$ cat src/hw/iei_pkg.sv
// Constants and carrier types of the invalidation-event interrupt block.
// Assumes a 32-bit Wishbone register bus and one clock domain.

package iei_pkg;

    // ****************************************************************
    // Register byte offsets
    // ****************************************************************
    localparam logic [11:0] OFF_COMP_STATUS = 12'h09C; // Completion status
    localparam logic [11:0] OFF_EVT_CTRL    = 12'h0A0; // Event control
    localparam logic [11:0] OFF_MSG_DATA    = 12'h0A4; // Message data
    localparam logic [11:0] OFF_MSG_ADDR    = 12'h0A8; // Message address
    localparam logic [11:0] OFF_UPPER_ADDR  = 12'h0AC; // Upper address
    localparam logic [11:0] OFF_IRQ_STATUS  = 12'h0B0; // Sticky irq status
    localparam logic [11:0] OFF_IRQ_MASK    = 12'h0B4; // Irq enable mask

    // ****************************************************************
    // Field positions
    // ****************************************************************
    localparam int MASK_BIT      = 31; // Event mask in control
    localparam int PEND_BIT      = 30; // Event pending in control
    localparam int WAIT_DONE_BIT = 0;  // Wait-done status bit
    localparam int LOW_DATA_W    = 16; // Low message data width
    localparam int ADDR_LSB      = 2;  // Dword address starts here
    localparam int IRQ_W         = 3;  // Sticky event count
    localparam int IRQ_SEEN      = 0;  // Condition detected
    localparam int IRQ_SENT      = 1;  // Message issued
    localparam int IRQ_SERVICED  = 2;  // Pending dropped by software

    // ****************************************************************
    // Reset values
    // ****************************************************************
    localparam logic              RST_MASK     = 1'b1;
    localparam logic              RST_PEND     = 1'b0;
    localparam logic [31:0]       RST_WORD     = 32'h0000_0000;
    localparam logic [IRQ_W-1:0]  RST_IRQ      = 3'h0;

    // Message sender states, gray along idle-load-issue
    typedef enum logic [1:0]
    {
        SND_IDLE  = 2'b00,
        SND_LOAD  = 2'b01,
        SND_ISSUE = 2'b11
    } iei_send_e;

    // One interrupt message write
    typedef struct packed
    {
        logic [31:0] upperAddr;
        logic [29:0] dwordAddr;
        logic [31:0] data;
    } iei_msg_s;

endpackage : iei_pkg

$ cat src/hw/iei_event_irq.sv
// Invalidation-event interrupt generator with its Wishbone registers.
// Assumes the queue logic gives a one-cycle completion pulse on mclk.
//
// Implementation choice: register access over Wishbone.

// Operation
// - Event mask resets to one.
// - Unmasked condition sends message from registers.
// - Never send while mask is set.
// - Condition sets the pending bit.
// - Condition is flagged wait completion.
// - Already set status means no new condition.
// - Pending holds while message held back.
// - Issuing the held message clears pending.
// - Software servicing status clears pending silently.
// - Upper data meaningful with 32-bit support.
// - Without it upper data reads zero.
// - Low data field is message data.
// - Address bits 31:2, low bits zero.
// - Without queue support registers read zero; irq status and mask still read back.
// - Status bit 0 set by hardware, W1C.
// - Upper address register supplies high address.
module iei_event_irq
#(
    parameter bit          QI_SUPPORT     = 1'b1, // Queue support present
    parameter bit          DATA32_SUPPORT = 1'b1, // 32-bit message data
    parameter bit          EXT_INT_SUPPORT = 1'b1, // Upper address used
    parameter int          ADDR_W         = 12    // Bus byte address width
)
(
    input  wire logic              mclk,
    input  wire logic              rst,
    input  wire logic              wb_cyc_i,
    input  wire logic              wb_stb_i,
    input  wire logic              wb_we_i,
    input  wire logic [ADDR_W-1:0] wb_adr_i,
    input  wire logic [3:0]        wb_sel_i,
    input  wire logic [31:0]       wb_dat_i,
    output logic [31:0]            wb_dat_o,
    output logic                   wb_ack_o,
    input  wire logic              waitDone,
    input  wire logic              waitIrqFlag,
    input  wire logic              msgReady,
    output logic                   msgValid,
    output iei_pkg::iei_msg_s      msgWrite,
    output logic                   irq
);

    // ****************************************************************
    // Declarations
    // ****************************************************************
    logic                        eventMask;       // Holds messages back
    logic                        eventPending;    // Message owed
    logic                        waitDoneStatus;  // Completion status
    logic [15:0]                 lowMsgData;      // Message data low
    logic [15:0]                 upperMsgData;    // Message data high
    logic [29:0]                 msgDwordAddress; // Dword address
    logic [31:0]                 upperAddress;    // High address word
    logic [iei_pkg::IRQ_W-1:0]   irqStatus;       // Sticky events
    logic [iei_pkg::IRQ_W-1:0]   irqMask;         // Event enables
    logic                        busReq;          // New bus cycle
    logic                        busWr;           // Write this edge
    logic [11:0]                 regAddr;         // Word-aligned offset
    logic [31:0]                 readValue;       // Read mux result
    logic                        newCond;         // Fresh condition
    logic                        swService;       // W1C on set status
    logic                        msgSent;         // Handshake done
    logic                        sendReq;         // Ask sender to go
    logic [iei_pkg::IRQ_W-1:0]   irqEvents;       // Event pulses
    iei_pkg::iei_msg_s           msgSrc;          // Live message image
    logic [31:0]                 addrWord;        // Address after byte merge

    // Merge write data into a word under byte enables
    function automatic logic [31:0] merge_bytes
    (
        input logic [31:0] old,
        input logic [31:0] wdat,
        input logic [3:0]  sel
    );
        logic [31:0] res;
        res = old;
        for (int b = 0; b < 4; b++)
        begin
            if (sel[b])
                res[8*b +: 8] = wdat[8*b +: 8];
        end
        return res;
    endfunction : merge_bytes

    // Write strobe toward one register offset
    function automatic logic hit
    (
        input logic       wr,
        input logic [11:0] addr,
        input logic [11:0] off
    );
        return wr && (addr == off);
    endfunction : hit

    // ****************************************************************
    // Wishbone slave
    // ****************************************************************
    assign regAddr = 12'({wb_adr_i[ADDR_W-1:2], 2'b00});
    assign busReq  = wb_cyc_i && wb_stb_i && !wb_ack_o;
    assign busWr   = busReq && wb_we_i;

    // One wait state; ack drops the cycle after it is given
    always_ff @(posedge mclk)
    begin
        if (rst)
            wb_ack_o <= 1'b0;
        else
            wb_ack_o <= busReq;
    end

    // Read data captured with the ack; unmapped reads return zero
    always_ff @(posedge mclk)
    begin
        if (rst)
            wb_dat_o <= iei_pkg::RST_WORD;
        else if (busReq && !wb_we_i)
            wb_dat_o <= readValue;
    end

    // Read mux; queue-less builds hide all but the irq status and mask
    always_comb
    begin
        readValue = iei_pkg::RST_WORD;
        case (regAddr)
            iei_pkg::OFF_COMP_STATUS:
                readValue[iei_pkg::WAIT_DONE_BIT] = waitDoneStatus;
            iei_pkg::OFF_EVT_CTRL:
            begin
                // Reserved low bits read zero
                readValue[iei_pkg::MASK_BIT] = eventMask;
                readValue[iei_pkg::PEND_BIT] = eventPending;
            end
            iei_pkg::OFF_MSG_DATA:
                readValue = {upperMsgData, lowMsgData};
            iei_pkg::OFF_MSG_ADDR:
                readValue = {msgDwordAddress, 2'b00};
            iei_pkg::OFF_UPPER_ADDR:
                readValue = upperAddress;
            iei_pkg::OFF_IRQ_STATUS:
                readValue[iei_pkg::IRQ_W-1:0] = irqStatus;
            iei_pkg::OFF_IRQ_MASK:
                readValue[iei_pkg::IRQ_W-1:0] = irqMask;
            default:
                readValue = iei_pkg::RST_WORD;
        endcase
        // Own irq registers stay visible either way
        if (!QI_SUPPORT && regAddr != iei_pkg::OFF_IRQ_STATUS &&
            regAddr != iei_pkg::OFF_IRQ_MASK)
            readValue = iei_pkg::RST_WORD;
    end

    // ****************************************************************
    // Completion status and condition detect
    // ****************************************************************
    // Only a flagged completion on a clear status is a new condition
    assign newCond = QI_SUPPORT && waitDone && waitIrqFlag &&
                     !waitDoneStatus;

    // Software writes one to bit 0 while it is set
    assign swService = hit(busWr, regAddr, iei_pkg::OFF_COMP_STATUS) &&
                       wb_sel_i[0] && wb_dat_i[iei_pkg::WAIT_DONE_BIT] &&
                       waitDoneStatus;

    // Hardware set wins over a same-cycle clear
    always_ff @(posedge mclk)
    begin
        if (rst)
            waitDoneStatus <= 1'b0;
        else if (QI_SUPPORT && waitDone && waitIrqFlag)
            waitDoneStatus <= 1'b1;
        else if (swService)
            waitDoneStatus <= 1'b0;
    end

    // ****************************************************************
    // Event control
    // ****************************************************************
    // Mask comes out of reset set so nothing fires unprogrammed
    always_ff @(posedge mclk)
    begin
        if (rst)
            eventMask <= iei_pkg::RST_MASK;
        else if (QI_SUPPORT && wb_sel_i[3] &&
                 hit(busWr, regAddr, iei_pkg::OFF_EVT_CTRL))
            eventMask <= wb_dat_i[iei_pkg::MASK_BIT];
    end

    // Pending: set wins, then sent or serviced clears, else holds
    always_ff @(posedge mclk)
    begin
        if (rst)
            eventPending <= iei_pkg::RST_PEND;
        else if (newCond)
            eventPending <= 1'b1;
        else if (msgSent)
            eventPending <= 1'b0;
        else if (swService)
            eventPending <= 1'b0;
        // Otherwise held through mask or a stalled fabric
    end

    // ****************************************************************
    // Message registers
    // ****************************************************************
    // Data: upper half only kept with 32-bit support
    always_ff @(posedge mclk)
    begin
        if (rst)
        begin
            lowMsgData   <= '0;
            upperMsgData <= '0;
        end
        else if (QI_SUPPORT && hit(busWr, regAddr, iei_pkg::OFF_MSG_DATA))
        begin
            {upperMsgData, lowMsgData} <= merge_bytes(
                {upperMsgData, lowMsgData}, wb_dat_i, wb_sel_i);
            if (!DATA32_SUPPORT)
                upperMsgData <= '0;
        end
    end

    // Whole word merged first; a call result cannot be sliced directly
    assign addrWord = merge_bytes({msgDwordAddress, 2'b00}, wb_dat_i,
                                  wb_sel_i);

    // Address: bits 1:0 are not stored, so they always read zero
    always_ff @(posedge mclk)
    begin
        if (rst)
            msgDwordAddress <= '0;
        else if (QI_SUPPORT && hit(busWr, regAddr, iei_pkg::OFF_MSG_ADDR))
            msgDwordAddress <= addrWord[31:iei_pkg::ADDR_LSB];
    end

    // Upper address only exists with queues and extended mode
    always_ff @(posedge mclk)
    begin
        if (rst)
            upperAddress <= iei_pkg::RST_WORD;
        else if (QI_SUPPORT && EXT_INT_SUPPORT &&
                 hit(busWr, regAddr, iei_pkg::OFF_UPPER_ADDR))
            upperAddress <= merge_bytes(upperAddress, wb_dat_i,
                wb_sel_i);
    end

    // ****************************************************************
    // Message issue
    // ****************************************************************
    // Live image; the sender freezes it before offering
    always_comb
    begin
        msgSrc           = '0;
        msgSrc.upperAddr = upperAddress;
        msgSrc.dwordAddr = msgDwordAddress;
        msgSrc.data      = {upperMsgData, lowMsgData};
    end

    // Mask withholds the request entirely
    assign sendReq = eventPending && !eventMask;

    iei_msg_sender iei_msg_sender_i
    (
        .mclk     (mclk),
        .rst      (rst),
        .sendReq  (sendReq),
        .msgReady (msgReady),
        .msgSrc   (msgSrc),
        .msgWrite (msgWrite),
        .msgValid (msgValid),
        .msgSent  (msgSent)
    );

    // ****************************************************************
    // Local interrupt
    // ****************************************************************
    always_comb
    begin
        irqEvents                        = '0;
        irqEvents[iei_pkg::IRQ_SEEN]     = newCond;
        irqEvents[iei_pkg::IRQ_SENT]     = msgSent;
        irqEvents[iei_pkg::IRQ_SERVICED] = swService && eventPending &&
                                           !msgSent && !newCond;
    end

    // Sticky status, write one clears, new events win
    always_ff @(posedge mclk)
    begin
        if (rst)
            irqStatus <= iei_pkg::RST_IRQ;
        else if (wb_sel_i[0] &&
                 hit(busWr, regAddr, iei_pkg::OFF_IRQ_STATUS))
            irqStatus <= (irqStatus & ~wb_dat_i[iei_pkg::IRQ_W-1:0]) |
                         irqEvents;
        else
            irqStatus <= irqStatus | irqEvents;
    end

    // Enables, all off after reset
    always_ff @(posedge mclk)
    begin
        if (rst)
            irqMask <= iei_pkg::RST_IRQ;
        else if (wb_sel_i[0] && hit(busWr, regAddr, iei_pkg::OFF_IRQ_MASK))
            irqMask <= wb_dat_i[iei_pkg::IRQ_W-1:0];
    end

    assign irq = |(irqStatus & irqMask);

    // ****************************************************************
    // Assertions
    // ****************************************************************
    mask_reset_a: assert property (@(posedge mclk)
        $past(rst) && !rst |-> eventMask)
        else $error("event mask not set after reset");

    unmasked_send_a: assert property (@(posedge mclk)
        disable iff (rst)
        eventPending && !eventMask |-> ##[0:3]
        (msgValid || !eventPending || eventMask))
        else $error("unmasked pending message not offered");

    masked_silent_a: assert property (@(posedge mclk)
        disable iff (rst)
        eventMask |-> !msgValid && !msgSent)
        else $error("message offered while masked");

    // Queue-less builds never see a condition
    cond_pending_a: assert property (@(posedge mclk)
        disable iff (rst)
        QI_SUPPORT && waitDone && waitIrqFlag && !waitDoneStatus |=>
        eventPending && waitDoneStatus)
        else $error("condition did not set pending");

    repeat_cond_a: assert property (@(posedge mclk)
        disable iff (rst)
        waitDone && waitIrqFlag && waitDoneStatus && !eventPending |=>
        !eventPending)
        else $error("repeat completion raised pending");

    pending_hold_a: assert property (@(posedge mclk)
        disable iff (rst)
        eventPending && !msgSent && !swService |=> eventPending)
        else $error("pending dropped while held");

    sent_clears_a: assert property (@(posedge mclk)
        disable iff (rst)
        msgSent && !newCond |=> !eventPending && !msgValid)
        else $error("pending kept after message issued");

    // Same-cycle completion re-sets the status, so leave it out
    service_clears_a: assert property (@(posedge mclk)
        disable iff (rst)
        swService && !(waitDone && waitIrqFlag) |=>
        !eventPending && !waitDoneStatus)
        else $error("service did not clear pending");

    narrow_data_a: assert property (@(posedge mclk)
        disable iff (rst)
        msgValid |-> DATA32_SUPPORT || msgWrite.data[31:16] == 16'h0000)
        else $error("upper data sent without support");

    wb_ack_a: assert property (@(posedge mclk) disable iff (rst)
        wb_cyc_i && wb_stb_i && !wb_ack_o |=> wb_ack_o ##1 !wb_ack_o)
        else $error("bus ack not a single cycle");

    send_cov: cover property (@(posedge mclk) disable iff (rst)
        newCond ##[1:10] msgSent);
    held_cov: cover property (@(posedge mclk) disable iff (rst)
        eventPending && eventMask ##[1:20] msgSent);
    service_cov: cover property (@(posedge mclk) disable iff (rst)
        eventPending && swService);

endmodule : iei_event_irq

$ cat src/hw/iei_msg_sender.sv
// Issues one interrupt message write toward the delivery fabric.
// Assumes the fabric runs on mclk and answers msgValid with msgReady.

module iei_msg_sender
(
    input  wire logic             mclk,
    input  wire logic             rst,
    input  wire logic             sendReq,
    input  wire logic             msgReady,
    input  wire iei_pkg::iei_msg_s msgSrc,
    output iei_pkg::iei_msg_s     msgWrite,
    output logic                  msgValid,
    output logic                  msgSent
);

    // ****************************************************************
    // State
    // ****************************************************************
    iei_pkg::iei_send_e state; // Sender position

    // Idle, capture contents, then offer until taken or withdrawn
    always_ff @(posedge mclk)
    begin
        if (rst)
            state <= iei_pkg::SND_IDLE;
        else
        begin
            case (state)
                iei_pkg::SND_IDLE:
                    if (sendReq)
                        state <= iei_pkg::SND_LOAD;
                iei_pkg::SND_LOAD:
                    // Withdrawn before offer: nothing goes out
                    state <= sendReq ? iei_pkg::SND_ISSUE
                                     : iei_pkg::SND_IDLE;
                iei_pkg::SND_ISSUE:
                    // Mask or service withdraws, handshake finishes
                    if (!sendReq || msgReady)
                        state <= iei_pkg::SND_IDLE;
                default:
                    state <= iei_pkg::SND_IDLE;
            endcase
        end
    end

    // Freeze contents so a register write cannot tear a message
    always_ff @(posedge mclk)
    begin
        if (rst)
            msgWrite <= '0;
        else if (state == iei_pkg::SND_LOAD)
            msgWrite <= msgSrc;
    end

    // Offer drops the moment the request goes away
    assign msgValid = (state == iei_pkg::SND_ISSUE) && sendReq;
    assign msgSent  = msgValid && msgReady;

endmodule : iei_msg_sender

$ cat config.mk
export PLATFORM = sky130hd
export DESIGN_NAME = iei_event_irq
export DESIGN_NICKNAME = d
export VERILOG_FILES = /design/src/hw/iei_pkg.sv /design/src/hw/iei_event_irq.sv /design/src/hw/iei_msg_sender.sv
export SDC_FILE = /design/constraint.sdc
export NUM_CORES = 1
export LEC_CHECK = 0
export BUFFER_PORTS_ARGS = -buffer_cell sky130_fd_sc_hd__clkbuf_2
export CAP_MARGIN = 20
export CORE_MARGIN = 2
export CORE_UTILIZATION = 30
export CTS_CLUSTER_DIAMETER = 30
export DETAILED_ROUTE_END_ITERATION = 8
export SLEW_MARGIN = 20
export SYNTH_ARGS = -nofsm -noshare
export SYNTH_HDL_FRONTEND = slang
export SYNTH_SLANG_ARGS = --single-unit
$ cat constraint.sdc
create_clock -name mclk -period 2.1 [get_ports mclk]
set_input_delay 0.105 -clock mclk [delete_from_list [all_inputs] [get_ports mclk]]
set_output_delay 0.105 -clock mclk [all_outputs]
set_load 0.02 [all_outputs]
==> run summary <==
The run finished with clean final reports. The global placement routability congestion is 0.800. Of the total power, the share spent switching nets is 0.210. Counting the fill cells in the layout gives 3,050. The worst path needs 1.85 ns of the cycle, external delays included. The main combinational cell family by area after synthesis is simple AND/OR/NAND/NOR gates. The overall die area is 32,800 sq um. Once placement completed, the tool counted placed cells totaling 1,542. The length in cells of the worst reg-to-reg path is 5. In this run the cell area measured after placement is 10,900 sq um. The power per standard cell area came out at 1030 nW/um^2.

The count of nets left with antenna violations after detail routing came out at 0. The share of synthesized area in the top cell type comes to 0.493. The relative slew slack came out at 0.654. The TritonCTS sink count came out at 232. Of the total power, registers draw 0.324.

The clock-pin slew reported for the worst setup and hold paths after clock tree synthesis is 0.05 ns. The most common cell after layout, fill and taps aside is sky130_fd_sc_hd__dfxtp_1. Of the total synthesized cell area, the portion taken by full adders, half adders and majority gates is 0.

The number of buffers on the longest clock path came out at 3. The iteration count of the initial detailed-routing pass came out at 5. The post-synthesis net count is 1,060. The peak supply drop is 0.622 mV.

For this run, design rule violations remaining after detail routing come to 0. Dividing the detail-routed via count by the number of cells gives 4.75. In this run the critical register-to-register path is captured at lowMsgData[2]. The cell leakage power is 5.49 nW. The global-route congestion overflow total came out at 0. The final sum of negative setup slack came out at 0 ns. The worst setup path is of the flip-flop to flip-flop kind. The clock buffer count from CTS is 55.

The maximum operating frequency is 541 MHz. The portion of the clock cycle consumed by the worst path in the final layout is 0.881. The share of the yosys chip area belonging to registers is 0.493. The worst hold path begins at wb_sel_i[3]. The area of the core region is 30,700 sq um.

The initial antenna violation count was 1. Cell internal power was estimated by the tool at 10.8 mW. In this run the cell area of the synthesized design comes to 9410 sq um. The relative contribution of the clock network to total power came out at 0.644. The xor and xnor area share after synthesis is 0. In this run the register-to-register setup slack is 0.25 ns. The wire length of the first global-routing pass is 44.4 mm.

Setup repair after global routing left no endpoint under its margin. The cell sitting at the root of the clock tree is a sky130_fd_sc_hd__clkbuf_16. In this run the tool buffered the top-level ports with 182 buffer cells. Counting buffers and inverters, the worst setup path is 5 cells deep. In this design, the largest share of critical-path delay is due to simple AND/OR/NAND/NOR gates. The switching power came out at 2.87 mW. The area fraction in compound gates after synthesis came out at 0.116. The count of final hold-check violations came to 0. The library cells used most frequently in the layout, excluding fill and tap cells, are sky130_fd_sc_hd__dfxtp_1, sky130_fd_sc_hd__nand2_1, sky130_fd_sc_hd__clkbuf_2. The measured slew at the worst slew-check pin came out at 0.520 ns. At the later pin of the worst-skew pair, clock insertion delay measures 0.55 ns. By area the synthesized netlist is led by sky130_fd_sc_hd__dfxtp_1, sky130_fd_sc_hd__mux2i_1, sky130_fd_sc_hd__nand2b_1. The via total after detailed routing came out at 8,013. The top-level port count is 185. The most critical setup path has its startpoint at wb_ack_o. In this run, synthesis produced a sequential element count of 232. The routed length per instance is 16.5 microns. The peak fanout along the critical path is 8. After legalization and detailed placement, the total HPWL measured 17.9 mm.

Walking the worst path, the cells encountered are nand4b_1, buf_4, nor4_4, nand2_2, mux2i_1. The H-tree was split into 2 levels. The final max-slew violation count was 0. sky130_fd_sc_hd__dfxtp_1 takes more of the synthesized area than any other cell.

Measured against the total synthesized area, the mux share comes to 0.144. Along the worst hold path, the cell count comes to 5. The signal arrival time at the worst endpoint is 2.25 ns.

The number of nets in the final layout came out at 1,300. The combinational cell fraction of total power came out at 0.032. The kind of start point of the critical path is a flip-flop. The startpoint identified for the worst register-to-register timing path is wb_ack_o. For hold timing, the worst endpoint is eventMask. From synthesis to final layout, the design area changed by 41.1%. The via count of the first global-routing pass is 8,353.

The detailed router finished its first iteration with 411 violations. TritonCTS built the clock tree. The worst setup path is captured at a flip-flop. The finished layout holds 1,686 standard cells, fillers aside. The starting density of the core came out at 0.306. The total of max-cap violations is 0. The post-synthesis average cell area is 9.38 sq um. The post-synthesis async set-or-reset flop share came out at 0. The final instance area came out at 13,300 sq um. Counting every instance in the synthesized netlist gives 1,004. The number of warnings printed during yosys synthesis came out at 0. Counting both buffers and inverters, the worst setup path holds a total of 1. The number of flops mapped to enable cells by yosys is 0. The total of cells resized after clock tree synthesis is 0. Among all flip-flop cells after synthesis, the most frequent one is sky130_fd_sc_hd__dfxtp_1. The final worst clock skew came out at 0.0252 ns. In the final layout, the share of cells above drive strength 1 is 0.276.

The data required time of the critical path came out at 2.50 ns. The site row count is 64. The width of the chip is 181 microns.

The worst hold path belongs to the class primary input to flip-flop. The die span in y is 181 microns. After synthesis, the netlist uses 47 different library cells. The post-detailed-routing wire length is 27.8 mm. Setup violations remaining at the end of the flow were counted as 0. The maximum cell stage delay along the critical path is 0.40 ns.

Among all stages on the critical path, the largest delay is contributed by sky130_fd_sc_hd__nor4_4. Across every metal layer, demand over resource in global routing totals 0.167. The maximum number of pins on one net before global-route repair is 75. Of the total synthesized cell area, the portion taken by AND, OR, NAND and NOR gates is 0.216.
==> cell families (layout without fill, tap and decap cells) <==
family,count (synthesis),count (layout)
AND/OR/NAND/NOR,395,395
AO/OA/AOI/OAI,176,176
buffers and inverters,72,357
other,0,1
multiplexers,129,129
flip-flops,232,232
==> area by class of cell <==
| class | count | area (sq um) | share of cell area |
|---|---|---|---|
| antenna | 1 | 2.50 | 0.000188 |
| clock buffer | 68 | 1520 | 0.114 |
| clock inverter | 34 | 437 | 0.0329 |
| inverter | 4 | 15.0 | 0.00113 |
| multi-input combinational | 700 | 4510 | 0.339 |
| sequential | 232 | 4640 | 0.350 |
| tap | 396 | 495 | 0.0373 |
| timing repair buffer | 251 | 1660 | 0.125 |
==> timing repair <==
| item | in CTS | in global routing |
|---|---|---|
| hold buffers | 41 | 0 |
| endpoints found under the hold margin | 129 | 0 |
| setup buffers | 0 | 0 |
==> flip-flops by register name, indices dropped and copies added (netlist names) <==
name,cells
irqMask,3
upperAddress,32
eventMask,1
irqStatus,3
msgDwordAddress,30
lowMsgData,16
eventPending,1
iei_msg_sender_i.msgWrite,94
upperMsgData,16
iei_msg_sender_i.state,2
wb_ack_o,1
wb_dat_o,32
waitDoneStatus,1
==> synth_stat cells, types with 2 or more instances <==
| cell | count |
|---|---|
| sky130_fd_sc_hd__dfxtp_1 | 232 |
| sky130_fd_sc_hd__nor2_1 | 12 |
| sky130_fd_sc_hd__nand4_1 | 7 |
| sky130_fd_sc_hd__nor3_1 | 2 |
| sky130_fd_sc_hd__nor2b_1 | 5 |
| sky130_fd_sc_hd__nand2_2 | 6 |
| sky130_fd_sc_hd__nand2b_1 | 129 |
| sky130_fd_sc_hd__mux2_2 | 29 |
| sky130_fd_sc_hd__o21ai_0 | 5 |
| sky130_fd_sc_hd__a311oi_1 | 2 |
| sky130_fd_sc_hd__nand4b_1 | 2 |
| sky130_fd_sc_hd__nand3b_1 | 2 |
| sky130_fd_sc_hd__o31ai_1 | 2 |
| sky130_fd_sc_hd__a22oi_1 | 27 |
| sky130_fd_sc_hd__nand2_1 | 199 |
| sky130_fd_sc_hd__o2bb2ai_1 | 27 |
| sky130_fd_sc_hd__inv_1 | 4 |
| sky130_fd_sc_hd__and4b_1 | 3 |
| sky130_fd_sc_hd__a21oi_1 | 105 |
| sky130_fd_sc_hd__and2_1 | 6 |
| sky130_fd_sc_hd__nand3_1 | 3 |
| sky130_fd_sc_hd__buf_1 | 6 |
| sky130_fd_sc_hd__mux2i_1 | 98 |
| sky130_fd_sc_hd__nor4_4 | 3 |
| sky130_fd_sc_hd__mux4_2 | 2 |
| sky130_fd_sc_hd__clkbuf_1 | 53 |
| sky130_fd_sc_hd__buf_2 | 5 |
| sky130_fd_sc_hd__and3_1 | 5 |
| sky130_fd_sc_hd__buf_4 | 4 |
| sky130_fd_sc_hd__nor4_1 | 2 |
==> power groups by stage <==
stage / Clock, mW / Sequential (mW) / Combinational (mW)
5_1_grt: 9.18 / 4.42 / 0.468
3_3_place_gp: 0 / 4.51 / 0.369
4_1_cts: 8.94 / 4.43 / 0.435
3_5_place_dp: 0 / 4.51 / 0.372
2_1_floorplan: 0 / 4.51 / 0.206
6_report: 8.80 / 4.43 / 0.435
==> through the flow <==
stage | utilization | hold WS (ns) | worst slack, ns | total power, mW
2_1_floorplan | - | 0.241 | 0.382 | 4.72
3_3_place_gp | 0.355 | 0.347 | 0.128 | 4.88
3_5_place_dp | 0.355 | 0.357 | 0.0828 | 4.88
4_1_cts | 0.432 | 0.0231 | 0.266 | 13.8
5_1_grt | 0.432 | 0.0748 | 0.186 | 14.1
6_report | 0.432 | 0.0328 | 0.251 | 13.7
==> worst register-to-register path: stages (launching register included) <==
cell and delay [ns]:
sky130_fd_sc_hd__dfxtp_1 0.31, sky130_fd_sc_hd__nand4b_1 0.27, sky130_fd_sc_hd__buf_4 0.24, sky130_fd_sc_hd__nor4_4 0.40, sky130_fd_sc_hd__nand2_2 0.31, sky130_fd_sc_hd__mux2i_1 0.19
==> worst max path at each step <==
| stage | endpoint |
|---|---|
| floorplan | upperAddress[10] |
| global placement | upperAddress[23] |
| detailed placement | upperAddress[21] |
| CTS | upperMsgData[0] |
| global route | upperMsgData[7] |
| finish | lowMsgData[2] |
==> metal layers <==
| metal | track usage | share of wire |
|---|---|---|
| met1 | 0.208 | 0.45 |
| met2 | 0.289 | 0.48 |
| met3 | 0.0323 | 0.044 |
| met4 | 0.0602 | 0.023 |
| met5 | 0 | 0 |
(Power assumes the default switching activity.)
